`src/hw/slo_consts.svh`:
```
// Constants of the shift and logic slice: register offsets, fields, resets.
// Assumes inclusion by bare name; holds definitions only.
`ifndef SLO_CONSTS_SVH
`define SLO_CONSTS_SVH

// ****************************************
// Register byte offsets
// ****************************************
`define SLO_OFS_WREG 12'h000
`define SLO_OFS_FLAGS 12'h004
`define SLO_OFS_PORT 12'h008
`define SLO_OFS_CMD 12'h00c
`define SLO_OFS_LAST 12'h010
`define SLO_OFS_COUNT 12'h014
`define SLO_OFS_MEM 12'h100

// ****************************************
// Command word fields
// ****************************************
`define SLO_CMD_OP_LSB 0
`define SLO_CMD_OP_MSB 3
`define SLO_CMD_DST_MEM 4
`define SLO_CMD_SRC_MEM 5
`define SLO_CMD_IDX_LSB 8
`define SLO_CMD_IMM_LSB 16

// ****************************************
// Flag bit positions and reset values
// ****************************************
`define SLO_FLAG_Z 0
`define SLO_FLAG_C 1
`define SLO_FLAG_AC 2
`define SLO_FLAG_OV 3
`define SLO_RST_BYTE 8'h00
`define SLO_RST_WORD 32'h0000_0000
`define SLO_MEM_DEPTH 16

`endif

```
`src/hw/slo_pkg.sv`:
```
// Types of the shift and logic slice.
// Assumes slo_consts.svh is compiled alongside.
package slo_pkg;

  // Operation selected by the command word
  typedef enum logic [3:0] {
    slo_op_shr_zero,
    slo_op_ror_carry,
    slo_op_shl_zero,
    slo_op_rol_carry,
    slo_op_swap,
    slo_op_and,
    slo_op_or,
    slo_op_xor,
    slo_op_not,
    slo_op_neg,
    slo_op_xor_io
  } slo_op_t;

  // Status flags, packed high to low
  typedef struct packed {
    logic ov;
    logic ac;
    logic c;
    logic z;
  } slo_flags_t;

endpackage : slo_pkg

```
`src/hw/slo_alu_if.sv`:
```
// Interface between the slice core and its operation unit.
// Assumes both ends run on the same clock; no timing lives here.
`timescale 1ns/1ps
interface slo_alu_if;
  import slo_pkg::*;
  slo_op_t op;
  logic [7:0] opa;
  logic [7:0] opb;
  logic cin;
  logic [7:0] res;
  logic cout;
  logic upd_z;
  logic upd_c;

  modport core (output op, output opa, output opb, output cin,
                input res, input cout, input upd_z, input upd_c);
  modport unit (input op, input opa, input opb, input cin,
                output res, output cout, output upd_z, output upd_c);
endinterface : slo_alu_if

```
`src/hw/slo_alu.sv`:
```
// Operation unit: combinational shift, rotate, swap and logic results.
// Assumes the core selects operands and commits results and flags.
`timescale 1ns/1ps
module slo_alu (
  // Operands and results
  slo_alu_if.unit u
);
  import slo_pkg::*;

  // ****************************************
  // Result and flag update selection
  // ****************************************
  always_comb begin
    u.res = u.opa;
    u.cout = u.cin;
    u.upd_z = 1'b0;
    u.upd_c = 1'b0;
    case (u.op)
      slo_op_shr_zero: begin
        u.res = {1'b0, u.opa[7:1]};
        u.cout = u.opa[0];
        u.upd_c = 1'b1;
      end
      slo_op_ror_carry: begin
        u.res = {u.cin, u.opa[7:1]};
        u.cout = u.opa[0];
        u.upd_c = 1'b1;
      end
      slo_op_shl_zero: begin
        u.res = {u.opa[6:0], 1'b0};
        u.cout = u.opa[7];
        u.upd_c = 1'b1;
      end
      slo_op_rol_carry: begin
        u.res = {u.opa[6:0], u.cin};
        u.cout = u.opa[7];
        u.upd_c = 1'b1;
      end
      slo_op_swap: begin
        u.res = {u.opa[3:0], u.opa[7:4]};
      end
      slo_op_and: begin
        u.res = u.opa & u.opb;
        u.upd_z = 1'b1;
      end
      slo_op_or: begin
        u.res = u.opa | u.opb;
        u.upd_z = 1'b1;
      end
      slo_op_xor: begin
        u.res = u.opa ^ u.opb;
        u.upd_z = 1'b1;
      end
      slo_op_not: begin
        u.res = ~u.opa;
        u.upd_z = 1'b1;
      end
      slo_op_neg: begin
        u.res = 8'(~u.opa + 8'h01);
        u.upd_z = 1'b1;
      end
      slo_op_xor_io: begin
        u.res = u.opa ^ u.opb;
      end
      default: begin
        u.res = u.opa;
      end
    endcase
  end

endmodule : slo_alu

```
`src/hw/slo_top.sv`:
```
// Shift and logic datapath slice with an APB register slave.
// Assumes an APB master on pclk; working register, flags, port byte and
// a small data memory live here and are written only through APB.
`timescale 1ns/1ps
`include "slo_consts.svh"

// Behaviour
// - Right shift fills zero, bit 0 to carry
// - Right rotate through carry into bit 7
// - Right shift and rotate on memory too
// - Left shift fills zero, bit 7 to carry
// - Left rotate through carry, register or memory
// - Shifts change only the carry flag
// - Swap exchanges nibbles, flags untouched
// - AND with immediate or memory byte
// - OR with immediate or memory byte
// - XOR with immediate or memory byte
// - XOR into port byte, flags untouched
// - One's complement of register or memory
// - Two's complement of register or memory
// - Logic ops update only zero flag
module slo_top #(
  parameter int MEM_DEPTH = `SLO_MEM_DEPTH
) (
  // Clock and reset
  input wire logic pclk,
  input wire logic presetn,
  // APB slave
  input wire logic [11:0] paddr,
  input wire logic psel,
  input wire logic penable,
  input wire logic pwrite,
  input wire logic [31:0] pwdata,
  output logic [31:0] prdata,
  output logic pready,
  output logic pslverr,
  // Datapath state seen by the core
  output logic [7:0] working_register,
  output logic [7:0] first_port_data_register,
  output slo_pkg::slo_flags_t flags
);
  import slo_pkg::*;

  localparam int IDX_W = (MEM_DEPTH > 1) ? $clog2(MEM_DEPTH) : 1;

  // ****************************************
  // State
  // ****************************************
  typedef struct packed {
    logic [MEM_DEPTH-1:0][7:0] mem;
    logic [7:0] wreg;
    logic [7:0] port;
    slo_flags_t flg;
    logic [23:0] last_cmd;
    logic [7:0] last_res;
    logic [15:0] count;
    logic [31:0] rd_data;
    logic rd_err;
  } slo_state_t;

  slo_state_t cur;
  slo_state_t next_cur;

  slo_alu_if alu_bus ();

  // ****************************************
  // Operation unit
  // ****************************************
  slo_alu u_alu (
    .u (alu_bus.unit)
  );

  // ****************************************
  // Address decode and command fields
  // ****************************************
  logic setup;
  logic access;
  logic mem_hit;
  logic [IDX_W-1:0] mem_idx;
  logic reg_hit;
  logic [3:0] cmd_code;
  logic cmd_dst_mem;
  logic cmd_src_mem;
  logic [7:0] cmd_idx;
  logic [7:0] cmd_imm;
  logic [IDX_W-1:0] cmd_slot;
  logic cmd_slot_ok;
  logic cmd_legal;
  slo_op_t cmd_op;
  logic [7:0] mem_byte;

  // Per-register selects
  logic hit_wreg;
  logic hit_flags;
  logic hit_port;
  logic hit_cmd;
  logic hit_last;
  logic hit_count;

  // Read path and write strobes
  logic [31:0] rd_sel;
  logic rd_bad;
  logic wr_go;
  logic wr_mem;
  logic wr_wreg;
  logic wr_flags;
  logic wr_port;
  logic wr_cmd;

  // Command commit
  logic res_to_port;
  logic res_to_mem;
  logic res_to_wreg;
  slo_flags_t flg_after_cmd;

  // APB phases
  assign setup = psel & ~penable;
  assign access = psel & penable;

  // Memory window decode
  assign mem_idx = paddr[IDX_W+1:2];
  assign mem_hit = (paddr >= `SLO_OFS_MEM)
                   && (paddr < 12'(`SLO_OFS_MEM + 4 * MEM_DEPTH))
                   && (paddr[1:0] == 2'b00);

  // Register decode, one select per register
  always_comb begin
    hit_wreg = 1'b0;
    hit_flags = 1'b0;
    hit_port = 1'b0;
    hit_cmd = 1'b0;
    hit_last = 1'b0;
    hit_count = 1'b0;
    if (paddr == `SLO_OFS_WREG) begin
      hit_wreg = 1'b1;
    end else if (paddr == `SLO_OFS_FLAGS) begin
      hit_flags = 1'b1;
    end else if (paddr == `SLO_OFS_PORT) begin
      hit_port = 1'b1;
    end else if (paddr == `SLO_OFS_CMD) begin
      hit_cmd = 1'b1;
    end else if (paddr == `SLO_OFS_LAST) begin
      hit_last = 1'b1;
    end else if (paddr == `SLO_OFS_COUNT) begin
      hit_count = 1'b1;
    end
  end

  // Any register of the map
  assign reg_hit = hit_wreg | hit_flags | hit_port | hit_cmd | hit_last | hit_count;

  // Command word fields
  assign cmd_code = pwdata[`SLO_CMD_OP_MSB:`SLO_CMD_OP_LSB];
  assign cmd_dst_mem = pwdata[`SLO_CMD_DST_MEM];
  assign cmd_src_mem = pwdata[`SLO_CMD_SRC_MEM];
  assign cmd_idx = pwdata[`SLO_CMD_IDX_LSB +: 8];
  assign cmd_imm = pwdata[`SLO_CMD_IMM_LSB +: 8];
  assign cmd_slot = cmd_idx[IDX_W-1:0];
  assign cmd_slot_ok = (32'(cmd_idx) < 32'(MEM_DEPTH));
  assign cmd_op = slo_op_t'(cmd_code);
  assign mem_byte = cur.mem[cmd_slot];

  // Legal combinations of operation, source and destination
  always_comb begin
    cmd_legal = 1'b1;
    if (cmd_code > 4'(slo_op_xor_io)) begin
      cmd_legal = 1'b0;
    end else if ((cmd_dst_mem | cmd_src_mem) && !cmd_slot_ok) begin
      cmd_legal = 1'b0;
    end else if (cmd_op == slo_op_swap && cmd_dst_mem) begin
      // Swap works on the working register only
      cmd_legal = 1'b0;
    end else if (cmd_op == slo_op_xor_io && cmd_dst_mem) begin
      cmd_legal = 1'b0;
    end
  end

  // ****************************************
  // Operand selection
  // ****************************************
  always_comb begin
    alu_bus.op = cmd_op;
    alu_bus.cin = cur.flg.c;
    alu_bus.opa = cur.wreg;
    alu_bus.opb = cmd_src_mem ? mem_byte : cmd_imm;
    case (cmd_op)
      slo_op_shr_zero, slo_op_ror_carry, slo_op_shl_zero, slo_op_rol_carry,
      slo_op_not, slo_op_neg: begin
        alu_bus.opa = cmd_dst_mem ? mem_byte : cur.wreg;
      end
      slo_op_and, slo_op_or, slo_op_xor: begin
        // Memory destination combines the register with that byte
        alu_bus.opa = cur.wreg;
        alu_bus.opb = cmd_dst_mem ? mem_byte : alu_bus.opb;
      end
      slo_op_xor_io: begin
        alu_bus.opa = cur.wreg;
        alu_bus.opb = cur.port;
      end
      default: begin
        alu_bus.opa = cur.wreg;
      end
    endcase
  end

  // ****************************************
  // Next state
  // ****************************************
  always_comb begin
    next_cur = cur;
    // Read data and error captured ahead of the access phase
    if (setup) begin
      next_cur.rd_data = rd_sel;
      next_cur.rd_err = rd_bad;
    end
    // Bus writes to the map
    if (wr_mem) begin
      next_cur.mem[mem_idx] = pwdata[7:0];
    end
    if (wr_wreg) begin
      next_cur.wreg = pwdata[7:0];
    end
    if (wr_flags) begin
      next_cur.flg = pwdata[3:0];
    end
    if (wr_port) begin
      next_cur.port = pwdata[7:0];
    end
    // Accepted command: record it and commit its result
    if (wr_cmd) begin
      next_cur.last_cmd = pwdata[23:0];
      next_cur.last_res = alu_bus.res;
      next_cur.count = cur.count + 16'h0001;
      next_cur.flg = flg_after_cmd;
      if (res_to_port) begin
        next_cur.port = alu_bus.res;
      end
      if (res_to_mem) begin
        next_cur.mem[cmd_slot] = alu_bus.res;
      end
      if (res_to_wreg) begin
        next_cur.wreg = alu_bus.res;
      end
    end
  end

  // ****************************************
  // Read data selection
  // ****************************************
  // Read word and error for the current address
  always_comb begin
    rd_sel = `SLO_RST_WORD;
    rd_bad = 1'b0;
    if (!mem_hit && !reg_hit) begin
      // Unmapped address answers with an error
      rd_bad = 1'b1;
    end else if (mem_hit) begin
      rd_sel = {24'h00_0000, cur.mem[mem_idx]};
    end else if (hit_wreg) begin
      rd_sel = {24'h00_0000, cur.wreg};
    end else if (hit_flags) begin
      rd_sel = {28'h000_0000, cur.flg};
    end else if (hit_port) begin
      rd_sel = {24'h00_0000, cur.port};
    end else if (hit_cmd) begin
      rd_sel = {8'h00, cur.last_cmd};
      // Refused command answers with an error
      rd_bad = pwrite & ~cmd_legal;
    end else if (hit_last) begin
      rd_sel = {24'h00_0000, cur.last_res};
    end else if (hit_count) begin
      rd_sel = {16'h0000, cur.count};
    end
  end

  // ****************************************
  // Write strobes
  // ****************************************
  // A write lands only at the access edge of an accepted transfer
  assign wr_go = access & pwrite & ~cur.rd_err;
  assign wr_mem = wr_go & mem_hit;
  assign wr_wreg = wr_go & hit_wreg;
  assign wr_flags = wr_go & hit_flags;
  assign wr_port = wr_go & hit_port;
  assign wr_cmd = wr_go & hit_cmd;

  // ****************************************
  // Command result routing
  // ****************************************
  // Result goes back where the operation names it
  always_comb begin
    res_to_port = 1'b0;
    res_to_mem = 1'b0;
    res_to_wreg = 1'b0;
    if (cmd_op == slo_op_xor_io) begin
      res_to_port = 1'b1;
    end else if (cmd_dst_mem) begin
      res_to_mem = 1'b1;
    end else begin
      res_to_wreg = 1'b1;
    end
  end

  // Flags after an accepted command
  always_comb begin
    flg_after_cmd = cur.flg;
    if (alu_bus.upd_c) begin
      flg_after_cmd.c = alu_bus.cout;
    end
    if (alu_bus.upd_z) begin
      flg_after_cmd.z = (alu_bus.res == 8'h00);
    end
  end

  // ****************************************
  // State register
  // ****************************************
  always_ff @(posedge pclk or negedge presetn) begin
    if (!presetn) begin
      cur <= '0;
    end else begin
      cur <= next_cur;
    end
  end

  // ****************************************
  // Outputs
  // ****************************************
  // Zero wait states: answer in the first access cycle
  assign pready = 1'b1;
  assign prdata = cur.rd_data;
  assign pslverr = access & cur.rd_err;
  assign working_register = cur.wreg;
  assign first_port_data_register = cur.port;
  assign flags = cur.flg;

endmodule : slo_top

```
`config.mk`:
```
export PLATFORM = sky130hd
export DESIGN_NAME = slo_top
export DESIGN_NICKNAME = d
export VERILOG_FILES = /design/src/hw/slo_pkg.sv /design/src/hw/slo_alu_if.sv /design/src/hw/slo_alu.sv /design/src/hw/slo_top.sv
export VERILOG_INCLUDE_DIRS = /design/src /design/src/hw
export SDC_FILE = /design/constraint.sdc
export NUM_CORES = 1
export LEC_CHECK = 0
export BUFFER_PORTS_ARGS = -buffer_cell sky130_fd_sc_hd__buf_2
export CORE_AREA = 2 2 186 188
export CTS_BUF_LIST = sky130_fd_sc_hd__clkbuf_2
export DETAILED_ROUTE_END_ITERATION = 8
export DIE_AREA = 0 0 188 190
export GPL_TIMING_DRIVEN = 0
export MAX_ROUTING_LAYER = met4
export PLACE_DENSITY = 0.59
export SLEW_MARGIN = 20
export SYNTH_ARGS = -nofsm -noshare
export SYNTH_HDL_FRONTEND = slang
export SYNTH_HIERARCHICAL = 1
export SYNTH_SLANG_ARGS = --single-unit
```
`constraint.sdc`:
```
create_clock -name pclk -period 3.6 [get_ports pclk]
set_input_delay 0.72 -clock pclk [delete_from_list [all_inputs] [get_ports pclk]]
set_output_delay 0.72 -clock pclk [all_outputs]
set_load 0.1 [all_outputs]
```
==> metrics.md <==
| Metric | Value |
|---|---|
| Pwr dens | 295.9 nW/um^2 |
| Worst VDD drop | roughly 0.24 mV |
| Full die area | 35720 um^2 |
| Sequential power share | 0.483 |
| Clock power frac | 0.344 |
| Clk slew on worst S/H paths | approximately 100 ps |
| Async SR Flop Fraction | 1.000 |
| RSZ-0062 raised after global routing | yes |
| Initial antenna violation count | 3 |
| Net Sw Frac | 0.3373 |
| Simple-gate share of the synthesized area | 0.1835 |
| Synth Area in Adders | 0.01504 |
| DRT Pass-1 Iters | 5 |
| GPL Wtd Cong | 0.9472 |
| CTS tree | yes |
| CP required | 4500 ps |
| Final setup fails | 0 |
| DR vias/cell | between 6 and 7 |
| Worst R2R Setup Slack | 9 ps |
| Final worst path period share | 0.9974 |
| Worst setup path class | reg2reg |
| Nets | 1810 |
| Slew Limit Fails | 0 |
| Reg2reg end | cur[171] |
| Total power | between 5 and 6 mW |
| Hold WS | 136.8 ps |
| Number of routed nets with antenna violations | 0 |
| Largest cells by area after synthesis | dfrtp_1, mux2i_1, mux4_2, nand2_1, o21ai_0 |
| Post-synthesis mux area share | 0.2046 |
| TritonCTS Buffers | 60 |
| Core box area | 33950 um^2 |
| Register area share after synthesis | 0.3693 |
| Unique masters post-synth | 79 |
| CP Data Arrival Time | 4500 ps |
| Synth Flop Type | dfrtp_1 |
| Starting Density | 0.4411 |
| Slew @ Worst Pin | 1180 ps |
| Worst R2R Path Depth | 14 |
| Post-synthesis compound-gate area fraction | 0.1428 |
| Largest net degree at the start of global routing | 91 |
| Layout Skew | roughly 130 ps |
| Combinational fraction of design power | 0.173 |
| Internal power | ~3.4 mW |
| Drt initial violations | between 1000 and 1500 |
| Fin crit period | 3591 ps |
| Crit-path max FO | 10 |
| NetSw | between 1.5 and 2 mW |
| Post-synth top area cell | dfrtp_1 |
| Flops & latches, synth | 221 |
| Synth top area share | 0.3693 |
| Instance count of the mapped netlist | around 1600 |
| Routed WL | about 58000 um |
| GRT Resource Usage Total | 0.3390 |
| Worst-skew pair later-pin latency | 1070 ps |
| Root buffer cell | clkbuf_2 |
| Leak | 7.478 nW |
| Number of I/O port buffers | 77 |
| Final Hold Viols | 0 |
| Status | completed |
| Filler cells | 3243 |
| Achievable Freq | 0.2785 GHz |
| Largest family of logic cells by synthesized area | multiplexers |
| DRC | 0 |
| CP startpoint kind | register |
| Die Y | between 150 and 200 um |
| Area Growth Syn to Fin | 15.85% |
| Num rows | 68 |
| H-tree levels | 2 |
| DR vias | 13560 |
| R2r startpoint | cur[200] |
| Layout cells sized above 1 | 0.2499 |
| Avg Cell Area, Syn | 9.592 um^2 |
| Worst min-delay path category | in2reg |
| Critical Path Sink Type | register |
| Detailed placement HPWL | 42590 um |
| Number of max-cap violations | 0 |
| Yosys warning total | 6 |
| Crit. Startpoint | cur[200] |
| CTS sink count | about 220 |
| Total grt overflow | 0 |
| Cell Area, Synth | 14970 um^2 |
| First-pass GRT wire length | 87040 um |
| Critical Path End | cur[171] |
| WL/cell | around 26 um |
| Clock Tree Buf Depth | 3 |
| Xor and xnor area share after synthesis | 0.009944 |
| Vias in the first global route | about 13000 |
| Width of the die | ~190 um |
| Rel. slew slack | 0.2090 |
| I/O pins | 103 |
| Post-synth EDFFs | 0 |
## cells by family (layout without fill, tap and decap cells)
group / count (synthesis) / count (layout)
AND/OR/NAND/NOR: 507 / 507
AO/OA/AOI/OAI: 343 / 343
XOR/XNOR: 17 / 17
flip-flops: 221 / 221
other: 2 / 12
adder cells (fa/ha/maj): 18 / 18
multiplexers: 243 / 243
buffers and inverters: 210 / 419
## what timing repair did
item,CTS,global route
hold endpoints to repair,92,0
pin swaps,11,14
gates resized for setup,43,28
endpoints found under the setup margin,153,109
buffers inserted,15,9
hold buffers,13,0
cloned,0,0
## final cells by class
cell class,count,area (um^2),share of cell area
Multi-Input combinational cell,1137,8621,0.4970
Sequential cell,221,5530,0.3188
Buffer,179,1224,0.07054
Timing Repair Buffer,117,815.8,0.04703
Tap cell,455,569.3,0.03282
Clock buffer,90,450.4,0.02597
Inverter,27,101.3,0.005842
Clock inverter,6,27.53,0.001587
Antenna cell,3,7.507,0.0004328
## flip-flops by register name, indices dropped and copies added (netlist names)
| register | count |
|---|---|
| first_port_data_register | 8 |
| flags | 3 |
| prdata | 24 |
| alu_bus.cin | 1 |
| working_register | 8 |
| cur | 177 |
## how the worst min path moves through the flow
stage	startpoint	endpoint	slack (ps)	depth (start not counted)
6_report	pwrite	cur[0]	140	4
5_1_grt	pwrite	cur[0]	90	4
4_1_cts	pwrite	cur[0]	20	4
3_5_place_dp	cur[63]	cur[63]	450	2
3_3_place_gp	cur[49]	cur[49]	450	2
2_1_floorplan	presetn	alu_bus.cin	420	0
## critical path, cell delays in order (launching register included)
cell and delay, ps:
dfrtp_1 430, mux4_2 480, mux2i_2 210, a21oi_1 170
inv_1 150, o21ai_1 140, buf_4 220, or3_4 370
or4_1 480, nand3_1 100, a211o_1 200, clkbuf_16 200
buf_12 140, nand2_1 50, o21ai_1 70
## synth_stat cells (5+ instances only)
cell type / n
a22oi_1: 27
a211oi_1: 5
mux4_2: 50
buf_2: 27
nor3_2: 14
inv_1: 27
nor2b_1: 19
xnor2_1: 13
a31oi_1: 6
nor4_4: 17
o211ai_1: 10
and3_1: 6
nor2_1: 49
mux2i_1: 189
nand3_1: 24
a22o_1: 11
buf_4: 57
o21ai_1: 18
and4_1: 5
buf_6: 8
buf_1: 14
clkbuf_1: 76
nand4_1: 7
a21oi_1: 40
a32oi_1: 5
nand2b_1: 22
nor4_2: 5
nand2_1: 275
ha_1: 18
nand3b_1: 9
dfrtp_1: 221
a221oi_1: 19
nor3_1: 11
o32ai_1: 5
o21ai_0: 152
nor4_1: 7
## layer usage
metal / share of wire / routed length (um) / global-route usage / vias up
met2: 0.47 / 27080 / 0.5258 / 710
met3: 0.081 / 4691 / 0.05719 / 161
met1: 0.41 / 23940 / 0.4383 / 6692
li1: - / - / - / 6001
met5: 0 / 0 / - / -
met4: 0.042 / 2454 / 0.1493 / 0
## cell usage in the layout (no fill, tap or decap), drive strengths merged, types with 22 or more instances in the layout
master / netlist / layout
a21oi: 40 / 40
a22oi: 27 / 27
buf: 107 / 210
clkbuf: 76 / 163
dfrtp: 221 / 221
inv: 27 / 27
mux2i: 189 / 189
mux4: 50 / 50
nand2: 275 / 275
nand2b: 22 / 22
nand3: 25 / 25
nor2: 49 / 49
nor3: 25 / 25
nor4: 29 / 29
o21ai: 170 / 170
## power groups by stage
stage	clock network (mW)	registers (mW)	logic, mW
floorplan	0	2.53	0.453
global placement	0	2.53	0.772
global route	1.93	2.48	0.932
detailed placement	0	2.53	0.783
CTS	1.81	2.48	0.839
finish	1.76	2.48	0.887
## per-stage QoR
stage | util | TNS, ps | std cells | setup WS [ps] | cell area [um^2]
global placement | 0.4756 | -696810 | 2100 | -2328 | 16150
finish | 0.5110 | 0 | 2235 | 9.315 | 17350
detailed placement | 0.4795 | -169790 | 2104 | -1560 | 16280
floorplan | - | -1156 | 1568 | -78.08 | 15190
global route | 0.5110 | -457.6 | 2235 | -69.12 | 17350
CTS | 0.5058 | -10.88 | 2227 | -10.88 | 17170
Power figures use the tool's default switching activity.
